$ cat src/inc/timer16_pkg.sv
//////////////////////////////////////////////////////////////////////////////
// Purpose: shared constants for the 16-bit timer with compare reset
// Assumes: register indices are word indices; byte address = 4 * index
// Notes:   field positions except the compare mode field [3:0], mode codes and register reset values live here
//////////////////////////////////////////////////////////////////////////////
package timer16_pkg;

    // register indices
    localparam logic [9:0] IDX_INTERRUPT_CONTROL = 10'h00B;
    localparam logic [9:0] IDX_PERIPHERAL_FLAGS = 10'h00C;
    localparam logic [9:0] IDX_TIMER_COUNT_LOW = 10'h00E;
    localparam logic [9:0] IDX_TIMER_COUNT_HIGH = 10'h00F;
    localparam logic [9:0] IDX_TIMER_CONTROL = 10'h010;
    localparam logic [9:0] IDX_COMPARE_VALUE_LOW = 10'h015;
    localparam logic [9:0] IDX_COMPARE_VALUE_HIGH = 10'h016;
    localparam logic [9:0] IDX_COMPARE_UNIT_CONTROL = 10'h017;
    localparam logic [9:0] IDX_PERIPHERAL_ENABLES = 10'h08C;

    // decoded register selector
    typedef enum logic [3:0] {
        SEL_NONE = 4'h0,
        SEL_INTCTL = 4'h1,
        SEL_FLAGS = 4'h2,
        SEL_CNTLO = 4'h3,
        SEL_CNTHI = 4'h4,
        SEL_TCTL = 4'h5,
        SEL_CMPLO = 4'h6,
        SEL_CMPHI = 4'h7,
        SEL_CCTL = 4'h8,
        SEL_ENABLES = 4'h9
    } reg_sel_t;

    // timer control fields
    localparam int RUN_BIT = 0;
    localparam int CLOCK_SOURCE_BIT = 1;
    localparam int SYNC_SELECT_BIT = 2;
    localparam int OSC_ENABLE_BIT = 3;
    localparam int PRESCALE_LO = 4;
    localparam int PRESCALE_HI = 5;
    localparam logic [7:0] TIMER_CONTROL_MASK = 8'h3F;
    localparam logic [7:0] TIMER_CONTROL_RESET = 8'h00;

    // compare unit control fields
    localparam logic [7:0] COMPARE_CONTROL_MASK = 8'h3F;
    localparam logic [7:0] COMPARE_CONTROL_RESET = 8'h00;
    localparam logic [3:0] MODE_CMP_SET_PIN = 4'h8;
    localparam logic [3:0] MODE_CMP_CLR_PIN = 4'h9;
    localparam logic [3:0] MODE_CMP_SOFT_INT = 4'hA;
    localparam logic [3:0] MODE_CMP_TRIGGER = 4'hB;
    localparam logic [1:0] MODE_CMP_GROUP = 2'h2;

    // flag / enable fields
    localparam int OVERFLOW_FLAG_BIT = 0;
    localparam int COMPARE_FLAG_BIT = 2;
    localparam logic [7:0] FLAG_MASK = 8'h05;
    localparam logic [7:0] FLAGS_RESET = 8'h00;
    localparam logic [7:0] ENABLES_RESET = 8'h00;
    localparam logic [7:0] INTCTL_RESET = 8'h00;

    localparam logic [15:0] COUNT_ALL_ONES = 16'hFFFF;
    localparam logic [15:0] COUNT_ZERO = 16'h0000;

endpackage

$ cat src/hw/timer16_with_compare_reset.sv
//////////////////////////////////////////////////////////////////////////////
// Purpose: 16-bit timer with prescaler, crystal oscillator and compare unit
// Assumes: APB slave, one wait state; all inputs synchronous to clk
// Notes:   rst is power-on / brown-out; otherReset is any other reset
//////////////////////////////////////////////////////////////////////////////
module timer16_with_compare_reset #(
    parameter int ADDR_WIDTH = 12
) (
    input wire logic clk,
    input wire logic rst,
    input wire logic otherReset,
    input wire logic crystalInPin,
    input wire logic psel,
    input wire logic penable,
    input wire logic pwrite,
    input wire logic [ADDR_WIDTH-1:0] paddr,
    input wire logic [31:0] pwdata,
    input wire logic [3:0] pstrb,
    output logic [31:0] prdata,
    output logic pready,
    output logic pslverr,
    output logic crystalOutPin,
    output logic compareOutPin,
    output logic specialTrigger,
    output logic irq
);

    //////////////////////////////////////////////////////////////////////////
    // address decode
    function automatic timer16_pkg::reg_sel_t decode(input logic [ADDR_WIDTH-1:0] addr);
        logic [9:0] idx;
        idx = 10'(addr[ADDR_WIDTH-1:2]);
        if (addr[1:0] != 2'h0)
        begin
            return timer16_pkg::SEL_NONE;
        end
        unique case (idx)
            timer16_pkg::IDX_INTERRUPT_CONTROL: return timer16_pkg::SEL_INTCTL;
            timer16_pkg::IDX_PERIPHERAL_FLAGS: return timer16_pkg::SEL_FLAGS;
            timer16_pkg::IDX_TIMER_COUNT_LOW: return timer16_pkg::SEL_CNTLO;
            timer16_pkg::IDX_TIMER_COUNT_HIGH: return timer16_pkg::SEL_CNTHI;
            timer16_pkg::IDX_TIMER_CONTROL: return timer16_pkg::SEL_TCTL;
            timer16_pkg::IDX_COMPARE_VALUE_LOW: return timer16_pkg::SEL_CMPLO;
            timer16_pkg::IDX_COMPARE_VALUE_HIGH: return timer16_pkg::SEL_CMPHI;
            timer16_pkg::IDX_COMPARE_UNIT_CONTROL: return timer16_pkg::SEL_CCTL;
            timer16_pkg::IDX_PERIPHERAL_ENABLES: return timer16_pkg::SEL_ENABLES;
            default: return timer16_pkg::SEL_NONE;
        endcase
    endfunction

    logic [7:0] intCtl_ff;
    logic [7:0] flags_ff;
    logic [7:0] enables_ff;
    logic [7:0] timerCtl_ff;
    logic [7:0] cmpCtl_ff;
    logic [15:0] count_ff;
    logic [15:0] compare_ff;
    logic [2:0] prescale_ff;
    logic crystalPrev_ff;
    logic matchPrev_ff;

    timer16_pkg::reg_sel_t sel;
    logic wrEn;
    logic [7:0] wrByte;
    logic cntLoWr;
    logic cntHiWr;
    logic countWr;

    //////////////////////////////////////////////////////////////////////////
    // register write strobes
    assign sel = decode(paddr);
    // write lands at the edge where pready is seen high
    assign wrEn = psel && penable && pready && pwrite && pstrb[0] && (sel != timer16_pkg::SEL_NONE);
    assign wrByte = pwdata[7:0];
    assign cntLoWr = wrEn && (sel == timer16_pkg::SEL_CNTLO);
    assign cntHiWr = wrEn && (sel == timer16_pkg::SEL_CNTHI);
    // either byte counts as a count write: wins over trigger and increment
    assign countWr = cntLoWr || cntHiWr;

    //////////////////////////////////////////////////////////////////////////
    // APB response
    always_ff @(posedge clk or posedge rst)
    begin
        if (rst)
        begin
            pready <= 1'b0;
            pslverr <= 1'b0;
            prdata <= 32'h0000_0000;
        end
        else if (psel && penable && !pready)
        begin
            pready <= 1'b1;
            pslverr <= (sel == timer16_pkg::SEL_NONE);
            // reads only: read data holds across writes
            if (!pwrite)
            begin
                unique case (sel)
                    timer16_pkg::SEL_INTCTL: prdata <= {24'h000000, intCtl_ff};
                    timer16_pkg::SEL_FLAGS: prdata <= {24'h000000, flags_ff & timer16_pkg::FLAG_MASK};
                    timer16_pkg::SEL_CNTLO: prdata <= {24'h000000, count_ff[7:0]};
                    timer16_pkg::SEL_CNTHI: prdata <= {24'h000000, count_ff[15:8]};
                    timer16_pkg::SEL_TCTL: prdata <= {24'h000000, timerCtl_ff & timer16_pkg::TIMER_CONTROL_MASK};
                    timer16_pkg::SEL_CMPLO: prdata <= {24'h000000, compare_ff[7:0]};
                    timer16_pkg::SEL_CMPHI: prdata <= {24'h000000, compare_ff[15:8]};
                    timer16_pkg::SEL_CCTL: prdata <= {24'h000000, cmpCtl_ff & timer16_pkg::COMPARE_CONTROL_MASK};
                    timer16_pkg::SEL_ENABLES: prdata <= {24'h000000, enables_ff & timer16_pkg::FLAG_MASK};
                    timer16_pkg::SEL_NONE: prdata <= 32'h0000_0000;
                endcase
            end
        end
        else
        begin
            pready <= 1'b0;
            pslverr <= 1'b0;
        end
    end

    //////////////////////////////////////////////////////////////////////////
    // timer control: only power-on / brown-out clears it
    always_ff @(posedge clk or posedge rst)
    begin
        if (rst)
        begin
            timerCtl_ff <= timer16_pkg::TIMER_CONTROL_RESET;
        end
        else if (wrEn && sel == timer16_pkg::SEL_TCTL)
        begin
            timerCtl_ff <= wrByte & timer16_pkg::TIMER_CONTROL_MASK;
        end
    end

    //////////////////////////////////////////////////////////////////////////
    // controls that every reset clears
    always_ff @(posedge clk or posedge rst)
    begin
        if (rst)
        begin
            cmpCtl_ff <= timer16_pkg::COMPARE_CONTROL_RESET;
            enables_ff <= timer16_pkg::ENABLES_RESET;
            intCtl_ff <= timer16_pkg::INTCTL_RESET;
        end
        else if (otherReset)
        begin
            cmpCtl_ff <= timer16_pkg::COMPARE_CONTROL_RESET;
            enables_ff <= timer16_pkg::ENABLES_RESET;
            intCtl_ff <= timer16_pkg::INTCTL_RESET;
        end
        else if (wrEn)
        begin
            if (sel == timer16_pkg::SEL_CCTL)
            begin
                cmpCtl_ff <= wrByte & timer16_pkg::COMPARE_CONTROL_MASK;
            end
            if (sel == timer16_pkg::SEL_ENABLES)
            begin
                enables_ff <= wrByte & timer16_pkg::FLAG_MASK;
            end
            if (sel == timer16_pkg::SEL_INTCTL)
            begin
                intCtl_ff <= wrByte;
            end
        end
    end

    //////////////////////////////////////////////////////////////////////////
    // compare value: data register, no reset
    always_ff @(posedge clk)
    begin
        if (wrEn && sel == timer16_pkg::SEL_CMPLO)
        begin
            compare_ff[7:0] <= wrByte;
        end
        if (wrEn && sel == timer16_pkg::SEL_CMPHI)
        begin
            compare_ff[15:8] <= wrByte;
        end
    end

    //////////////////////////////////////////////////////////////////////////
    // oscillator amplifier and clock source
    logic runOn;
    logic extSel;
    logic extEdge;
    logic srcTick;
    logic [2:0] prescaleLimit;
    logic preTick;

    assign runOn = timerCtl_ff[timer16_pkg::RUN_BIT];
    assign extSel = timerCtl_ff[timer16_pkg::CLOCK_SOURCE_BIT];
    // async and sync counter modes both count here on the sampled edge
    assign extEdge = crystalInPin && !crystalPrev_ff;
    assign srcTick = runOn && (extSel ? extEdge : 1'b1);
    // divide by 1, 2, 4 or 8 from the two prescale bits
    assign prescaleLimit = 3'((4'h1 << timerCtl_ff[timer16_pkg::PRESCALE_HI:timer16_pkg::PRESCALE_LO]) - 4'h1);
    assign preTick = srcTick && (prescale_ff == prescaleLimit);

    always_ff @(posedge clk or posedge rst)
    begin
        if (rst)
        begin
            crystalPrev_ff <= 1'b0;
            crystalOutPin <= 1'b0;
        end
        else
        begin
            crystalPrev_ff <= crystalInPin;
            // no sleep input: amplifier keeps running whenever enabled
            crystalOutPin <= timerCtl_ff[timer16_pkg::OSC_ENABLE_BIT] && !crystalInPin;
        end
    end

    always_ff @(posedge clk or posedge rst)
    begin
        if (rst)
        begin
            prescale_ff <= 3'h0;
        end
        else if (countWr)
        begin
            prescale_ff <= 3'h0;
        end
        else if (preTick)
        begin
            prescale_ff <= 3'h0;
        end
        else if (srcTick)
        begin
            prescale_ff <= prescale_ff + 3'h1;
        end
    end

    //////////////////////////////////////////////////////////////////////////
    // compare unit
    logic [3:0] cmpMode;
    logic cmpActive;
    logic matchNow;
    logic matchEvent;
    logic trigger;
    logic overflowEvent;

    assign cmpMode = cmpCtl_ff[3:0];
    assign cmpActive = (cmpMode[3:2] == timer16_pkg::MODE_CMP_GROUP);
    // compare results only meaningful in timer or synchronized counter mode
    assign matchNow = cmpActive && (count_ff == compare_ff);
    // equality held over several prescaled cycles flags only once
    assign matchEvent = matchNow && !matchPrev_ff;
    assign trigger = matchEvent && (cmpMode == timer16_pkg::MODE_CMP_TRIGGER);
    // no wrap, so no overflow, when a count write or trigger clear wins
    assign overflowEvent = preTick && (count_ff == timer16_pkg::COUNT_ALL_ONES) && !trigger && !countWr;

    always_ff @(posedge clk or posedge rst)
    begin
        if (rst)
        begin
            matchPrev_ff <= 1'b0;
            specialTrigger <= 1'b0;
            compareOutPin <= 1'b0;
        end
        else if (otherReset)
        begin
            matchPrev_ff <= 1'b0;
            specialTrigger <= 1'b0;
            compareOutPin <= 1'b0;
        end
        else
        begin
            matchPrev_ff <= matchNow;
            specialTrigger <= trigger;
            if (matchEvent && cmpMode == timer16_pkg::MODE_CMP_SET_PIN)
            begin
                compareOutPin <= 1'b1;
            end
            else if (matchEvent && cmpMode == timer16_pkg::MODE_CMP_CLR_PIN)
            begin
                compareOutPin <= 1'b0;
            end
            // soft-interrupt and trigger modes hold the pin
        end
    end

    //////////////////////////////////////////////////////////////////////////
    // 16-bit count: survives every reset
    always_ff @(posedge clk)
    begin
        if (countWr)
        begin
            if (cntLoWr)
            begin
                count_ff[7:0] <= wrByte;
            end
            if (cntHiWr)
            begin
                count_ff[15:8] <= wrByte;
            end
        end
        else if (trigger)
        begin
            count_ff <= timer16_pkg::COUNT_ZERO;
        end
        else if (preTick)
        begin
            count_ff <= count_ff + 16'h0001;
        end
    end

    //////////////////////////////////////////////////////////////////////////
    // sticky flags, write one to clear, set wins
    logic [7:0] setBits;
    logic [7:0] clrBits;
    logic [7:0] nxt_flags;

    always_comb
    begin
        setBits = 8'h00;
        setBits[timer16_pkg::OVERFLOW_FLAG_BIT] = overflowEvent;
        setBits[timer16_pkg::COMPARE_FLAG_BIT] = matchEvent;
        clrBits = (wrEn && sel == timer16_pkg::SEL_FLAGS) ? wrByte : 8'h00;
        nxt_flags = ((flags_ff & ~clrBits) | setBits) & timer16_pkg::FLAG_MASK;
    end

    always_ff @(posedge clk or posedge rst)
    begin
        if (rst)
        begin
            flags_ff <= timer16_pkg::FLAGS_RESET;
        end
        else if (otherReset)
        begin
            // an event in the reset cycle still sets its flag
            flags_ff <= timer16_pkg::FLAGS_RESET | setBits;
        end
        else
        begin
            flags_ff <= nxt_flags;
        end
    end

    //////////////////////////////////////////////////////////////////////////
    // interrupt output
    always_ff @(posedge clk or posedge rst)
    begin
        if (rst)
        begin
            irq <= 1'b0;
        end
        else if (otherReset)
        begin
            // enables clear here, so nothing stays unmasked
            irq <= 1'b0;
        end
        else
        begin
            // raised only for enabled flags
            irq <= |(nxt_flags & enables_ff);
        end
    end

endmodule // timer16_with_compare_reset

$ cat config.mk
export PLATFORM = sky130hd
export DESIGN_NAME = timer16_with_compare_reset
export DESIGN_NICKNAME = d
export VERILOG_FILES = /design/src/inc/timer16_pkg.sv /design/src/hw/timer16_with_compare_reset.sv
export SDC_FILE = /design/constraint.sdc
export NUM_CORES = 1
export LEC_CHECK = 0
export BUFFER_PORTS_ARGS = -buffer_cell sky130_fd_sc_hd__buf_2
export CORE_MARGIN = 4
export CORE_UTILIZATION = 55
export DETAILED_ROUTE_END_ITERATION = 12
export GPL_ROUTABILITY_DRIVEN = 0
export PLACE_DENSITY = 0.81
export RECOVER_POWER = 25
export SYNTH_ARGS = -nofsm -noshare
export SYNTH_HDL_FRONTEND = slang
export SYNTH_SLANG_ARGS = --single-unit
$ cat constraint.sdc
create_clock -name clk -period 3.1 [get_ports clk]
set_clock_uncertainty 0.1 [all_clocks]
set_input_delay 0.93 -clock clk [delete_from_list [all_inputs] [get_ports clk]]
set_output_delay 0.93 -clock clk [all_outputs]
set_load 0.02 [all_outputs]
Word level (Yosys, flattened, before mapping)

Index checks and enable logic that the tools add are counted.

Add/subtract/negate cells: 3
Equality and inequality tests: 27
Shift-type cells: 1
Muxes and demuxes: 33
Bitwise gates (word level): 5
Reductions and logical operators: 48

Operators with widths:

| cell                                                  | number |
|---|---|
| one-hot mux 32 bit (10 select lines)                  | 1 |
| two-way mux 8 bit                                     | 8 |
| two-way mux 16 bit                                    | 3 |
| equality test 10 x 4 -> 1 bit (second input constant) | 4 |
| equality test 10 x 5 -> 1 bit (second input constant) | 4 |
| one-hot mux 4 bit (9 select lines)                    | 1 |
| logical AND 1 bit                                     | 24 |
| equality test 4 bit (second input constant)           | 5 |
| two-way mux 6 bit                                     | 3 |
| adder 16 x 1 -> 16 bit (second input constant)        | 1 |
| equality test 16 bit                                  | 1 |
| equality test 16 bit (second input constant)          | 1 |
| equality test 4 x 3 -> 1 bit (second input constant)  | 4 |
| two-way mux 3 bit                                     | 5 |
| AND reduction 2 bit                                   | 6 |
| equality test 10 x 8 -> 1 bit (second input constant) | 1 |
| two-way mux 1 bit                                     | 10 |
| nonzero test 2 bit                                    | 5 |
| nonzero test 3 bit                                    | 3 |
| AND 3 x 8 -> 8 bit                                    | 1 |
| equality test 4 x 2 -> 1 bit (second input constant)  | 2 |
| two-way mux 4 bit                                     | 2 |
| OR reduction 8 bit                                    | 1 |
| zero test 1 bit                                       | 6 |
| other kinds (14)                                      | 15 |

Register bits after elaboration: 106
Bits of input ports: 55
Output and inout bits: 38
Word-level logic and storage cells: 136

Longest topological paths before layout

Depth in word-level cells: 13
Depth in mapped cells: 9
Gate-level depth less buffers: 8

Least setup slack after synthesis

Ideal clock, no wire load.

Kind: input to register
From: input paddr[11]
To: register count_ff[0] (enable)
Arrival: 2.702 ns
Required time: 2.625 ns
Slack: -0.078 ns
Stages on the path: 7
Path buffers: 0
Cells stage by stage: or4_4 -> nor2_2 -> and3_1 -> o21a_1 -> a31o_2 -> nor2_1 -> a21oi_1

Longest elaborated chain between the ends: 9

Ends and longest elaborated chain:

| element                                                              | line                                                               | RTL |
|---|---|---|
| from (decl)                                                          | timer16_with_compare_reset.sv:16                                   | `input wire logic [ADDR_WIDTH-1:0] paddr,` |
| equality test 10 x 8 -> 1 bit (tied with other cells)                | timer16_with_compare_reset.sv:37                                   | `unique case (idx)` |
| one-hot mux 4 bit (9 select lines) (*)                               | timer16_with_compare_reset.sv:37                                   |  |
| two-way mux 4 bit (*)                                                | timer16_with_compare_reset.sv:37                                   |  |
| nonzero test 4 bit                                                   | timer16_with_compare_reset.sv:73                                   | `assign wrEn = psel && penable && pready && pwrite && pstrb[0] && (sel != timer16_pkg::SEL_NONE);` |
| logical AND 1 bit                                                    | timer16_with_compare_reset.sv:73                                   |  |
| logical AND 1 bit (on tied branches)                                 | timer16_with_compare_reset.sv:75, timer16_with_compare_reset.sv:76 |  |
| logical OR 1 bit                                                     | timer16_with_compare_reset.sv:78                                   | `assign countWr = cntLoWr \|\| cntHiWr;` |
| != test 2 bit (no line) / nonzero test 3 bit (equally long branches) | n/a                                                                |  |
| AND reduction 2 bit (no line) (*)                                    | n/a                                                                |  |
| to (signal assigned)                                                 | timer16_with_compare_reset.sv:289                                  | `count_ff[7:0] <= wrByte;` |
| to (signal assigned)                                                 | timer16_with_compare_reset.sv:298                                  | `count_ff <= timer16_pkg::COUNT_ZERO;` |
| to (signal assigned)                                                 | timer16_with_compare_reset.sv:302                                  | `count_ff <= count_ff + 16'h0001;` |
| to (decl)                                                            | timer16_with_compare_reset.sv:56                                   | `logic [15:0] count_ff;` |

Mark *: on every way between the ends. The rest lies on a longest branch, timed or not.
A chain may end at the register's enable or synchronous reset.

Final worst setup path

From: input paddr[7]
To: register intCtl_ff[2]

Longest elaborated chain between the ends: 7

Ends and longest elaborated chain:

| element                                               | line                              | RTL |
|---|---|---|
| equality test 10 x 8 -> 1 bit (tied with other cells) | timer16_with_compare_reset.sv:37  |  |
| one-hot mux 4 bit (9 select lines) (*)                | timer16_with_compare_reset.sv:37  |  |
| two-way mux 4 bit (*)                                 | timer16_with_compare_reset.sv:37  |  |
| nonzero test 4 bit                                    | timer16_with_compare_reset.sv:73  |  |
| logical AND 1 bit                                     | timer16_with_compare_reset.sv:73  |  |
| nonzero test 2 bit (no line)                          | n/a                               |  |
| AND reduction 2 bit (no line) (*)                     | n/a                               |  |
| to (signal assigned)                                  | timer16_with_compare_reset.sv:140 | `intCtl_ff <= timer16_pkg::INTCTL_RESET;` |
| to (signal assigned)                                  | timer16_with_compare_reset.sv:146 | `intCtl_ff <= timer16_pkg::INTCTL_RESET;` |
| to (signal assigned)                                  | timer16_with_compare_reset.sv:160 | `intCtl_ff <= wrByte;` |
| to (decl)                                             | timer16_with_compare_reset.sv:51  | `logic [7:0] intCtl_ff;` |

Marks and branches as above.

==> qor.yml <==
outcome: "completed"
finalNetCount: 576
crit_type: "input pin to flip-flop"
hold_slack_ns: 0.384
slew_viol_final: 0
start_util: 0.571
postCtsSetupBuffers: 0
viasPerCell: 6.13
synthCells: 446
layout_commonest_cell: "nand2_1"
final_cell_mix: "46 x nand2_1, 43 x dfrtp_1, 38 x buf_4, 32 x edfxtp_1, 32 x buf_2"
instances_no_fill: 626
grt_max_degree: 33
die_x_microns: 98.0
cp_max_fo: 8
tightest_slew_ns: 1.17
drc: 0
yosys.cell_types.count: 68
ys_ff_latch: 75
rsz0062_at_grt: "false"
power.density_mw_per_mm2: 384
core-area_sq_mm: 0.00781
drt_iter0_drc: 400
die_area_sq_mm: 0.00961
syn_to_final_growth_pct: 14.0
grt_pass1_wl_microns: 18500
avgRoutedWirePerCell_microns: 18.9
cts-root-buf: "clkbuf_8"
slew_headroom: 0.218
cp_data_arrival_time_ns: 2.93
setup_viol: 0
ios: 93
ys_async_sr_fraction: 0.573
dp.cells: 610
power_uw: 1950
min_period_ns: 2.76
p_leak_uw: 0.00209
num_vias: 3840
ant_nets: 0
io_buffers: 41
clk_pin_slew_ns: 0.08
dp_hpwl_microns: 8850
fillers: 625
synth_ff_type: "dfrtp_1"
num_antenna_cells: 0
clock_path_buffers: 2
postRouteWirelength_microns: 11800
grt_pass1_vias: 3634
cts-resized-gates: 0
min_period_over_period: 0.889
syn_avg_cell_area_sq_um: 9.99
syn_area_sq_mm: 0.00446
start_kind: "input pin"
vdd_drop_max_v: 0.000226
grt.total_usage: 0.245
grt-ovfl-total: 0
drtPass1Iterations: 6
fmax_mhz: 363
clk_latency_ns: 0.36
yosysSeqAreaShare: 0.457
hold_class: "flip-flop to flip-flop"
synth_edf_count: 32
worst_ep_required_time_ns: 3.28
clock_sinks: 75
cts_tree: "done"
num_rows: 32
hold_viol: 0
drive_gt1_frac: 0.210
cap_violations: 0
end_kind: "flip-flop"
cts_buffers: 9
die_y_microns: 98.0
antenna_found_initial: 0
yosysWarnings: 0
htreeDepth: 3
postCtsHoldBufs: 0
-- worst max-delay path: stages --
cell	delay, ns
buf_2	0.13
or4_1	0.56
nor3_1	0.33
nor2_1	0.15
nor2_1	0.32
buf_4	0.23
nand3_1	0.10
a21oi_1	0.19
-- registers in the layout (all words and copies together) (netlist names) --
| name | cells |
|---|---|
| cmpCtl_ff | 6 |
| compareOutPin | 1 |
| compare_ff | 16 |
| count_ff | 16 |
| crystalOutPin | 1 |
| crystalPrev_ff | 1 |
| enables_ff | 2 |
| flags_ff | 2 |
| intCtl_ff | 8 |
| irq | 1 |
| matchPrev_ff | 1 |
| prdata | 8 |
| pready | 1 |
| prescale_ff | 3 |
| pslverr | 1 |
| specialTrigger | 1 |
| timerCtl_ff | 6 |
-- per-layer routing --
metal / wire (microns) / GRT usage / vias up / part of all wire
met1: 4750 / 0.313 / 1883 / 0.40
met5: 0 / 0 / - / 0
met4: 270 / 0.0863 / 0 / 0.023
li1: - / - / 1722 / -
met3: 965 / 0.0586 / 30 / 0.082
met2: 5820 / 0.406 / 205 / 0.49
-- layout make-up --
class / count / area [sq um] / share of cell area
clock inverter: 4 / 23.8 / 0.00468
multi-input combinational: 345 / 2210 / 0.436
tap: 102 / 128 / 0.0251
clock buffer: 12 / 166 / 0.0328
timing repair buffer: 79 / 479 / 0.0943
sequential: 75 / 2040 / 0.401
inverter: 9 / 33.8 / 0.00665
-- metrics by stage --
stage	TNS, ns	setup WS (ns)	util	cell area, sq um
finish	0	0.343	0.651	5080
global route	0	0.228	0.651	5080
CTS	0	0.354	0.652	5090
detailed placement	0	0.00642	0.628	4900
global placement	0	0.0508	0.628	4900
floorplan	-1.24	-0.0777	-	4540
-- path summary, 6_finish.rpt --
check	from	end	slack, ns	cells after the start
max	paddr[7]	intCtl_ff[2]	0.34	8
min	prdata[3]	prdata[3]	0.38	2
max reg2reg	count_ff[11]	count_ff[13]	0.48	9
min reg2reg	prdata[3]	prdata[3]	0.38	2
max in group asynchronous	rst	matchPrev_ff	1.58	3
min in group asynchronous	rst	crystalPrev_ff	0.62	2
-- cells in the mapped netlist, drive strengths merged, types with 2 or more instances --
| cell | instances | area share |
|---|---|---|
| nand2b | 6 | 0.0084 |
| nand4 | 5 | 0.0070 |
| nand3 | 21 | 0.025 |
| o21a | 4 | 0.0067 |
| buf | 32 | 0.051 |
| inv | 9 | 0.0076 |
| or3 | 5 | 0.0081 |
| edfxtp | 32 | 0.22 |
| clkbuf | 8 | 0.0067 |
| a21o | 3 | 0.0053 |
| a22o | 2 | 0.0039 |
| xnor2 | 16 | 0.031 |
| nor2b | 5 | 0.0070 |
| nand4bb | 3 | 0.0076 |
| o31ai | 2 | 0.0056 |
| and3 | 11 | 0.015 |
| a31o | 2 | 0.0039 |
| nor4 | 4 | 0.0084 |
| a211oi | 2 | 0.0045 |
| mux2 | 6 | 0.015 |
| nor3b | 3 | 0.0087 |
| and4b | 2 | 0.0045 |
| a221o | 5 | 0.011 |
| o21ai | 31 | 0.035 |
| nor2 | 33 | 0.029 |
| ha | 2 | 0.0056 |
| nand2 | 47 | 0.040 |
| dfrtp | 43 | 0.24 |
| a21oi | 19 | 0.022 |
| o211ai | 2 | 0.0034 |
| a31oi | 4 | 0.0056 |
| mux2i | 11 | 0.025 |
| xor2 | 17 | 0.033 |
| or4 | 3 | 0.0059 |
| a22oi | 6 | 0.010 |
| nor3 | 16 | 0.024 |
| a221oi | 6 | 0.015 |
| and2 | 7 | 0.010 |
-- cells by family after synthesis --
| family | Yosys count | share of synthesized area |
|---|---|---|
| XOR/XNOR | 33 | 0.0648 |
| adder cells (fa/ha/maj) | 2 | 0.00561 |
| flip-flops | 75 | 0.457 |
| AND/OR/NAND/NOR | 174 | 0.215 |
| multiplexers | 17 | 0.0399 |
| buffers and inverters | 49 | 0.0657 |
| AO/OA/AOI/OAI | 95 | 0.151 |
| other | 1 | 0.000841 |
-- where the power goes --
part           internal [uW]  switching [uW]  leakage (uW)
Sequential              1040            5.28      0.000828
Clock                    359             370      0.000101
Combinational           47.6             124       0.00116
Power figures use the tool's default switching activity.
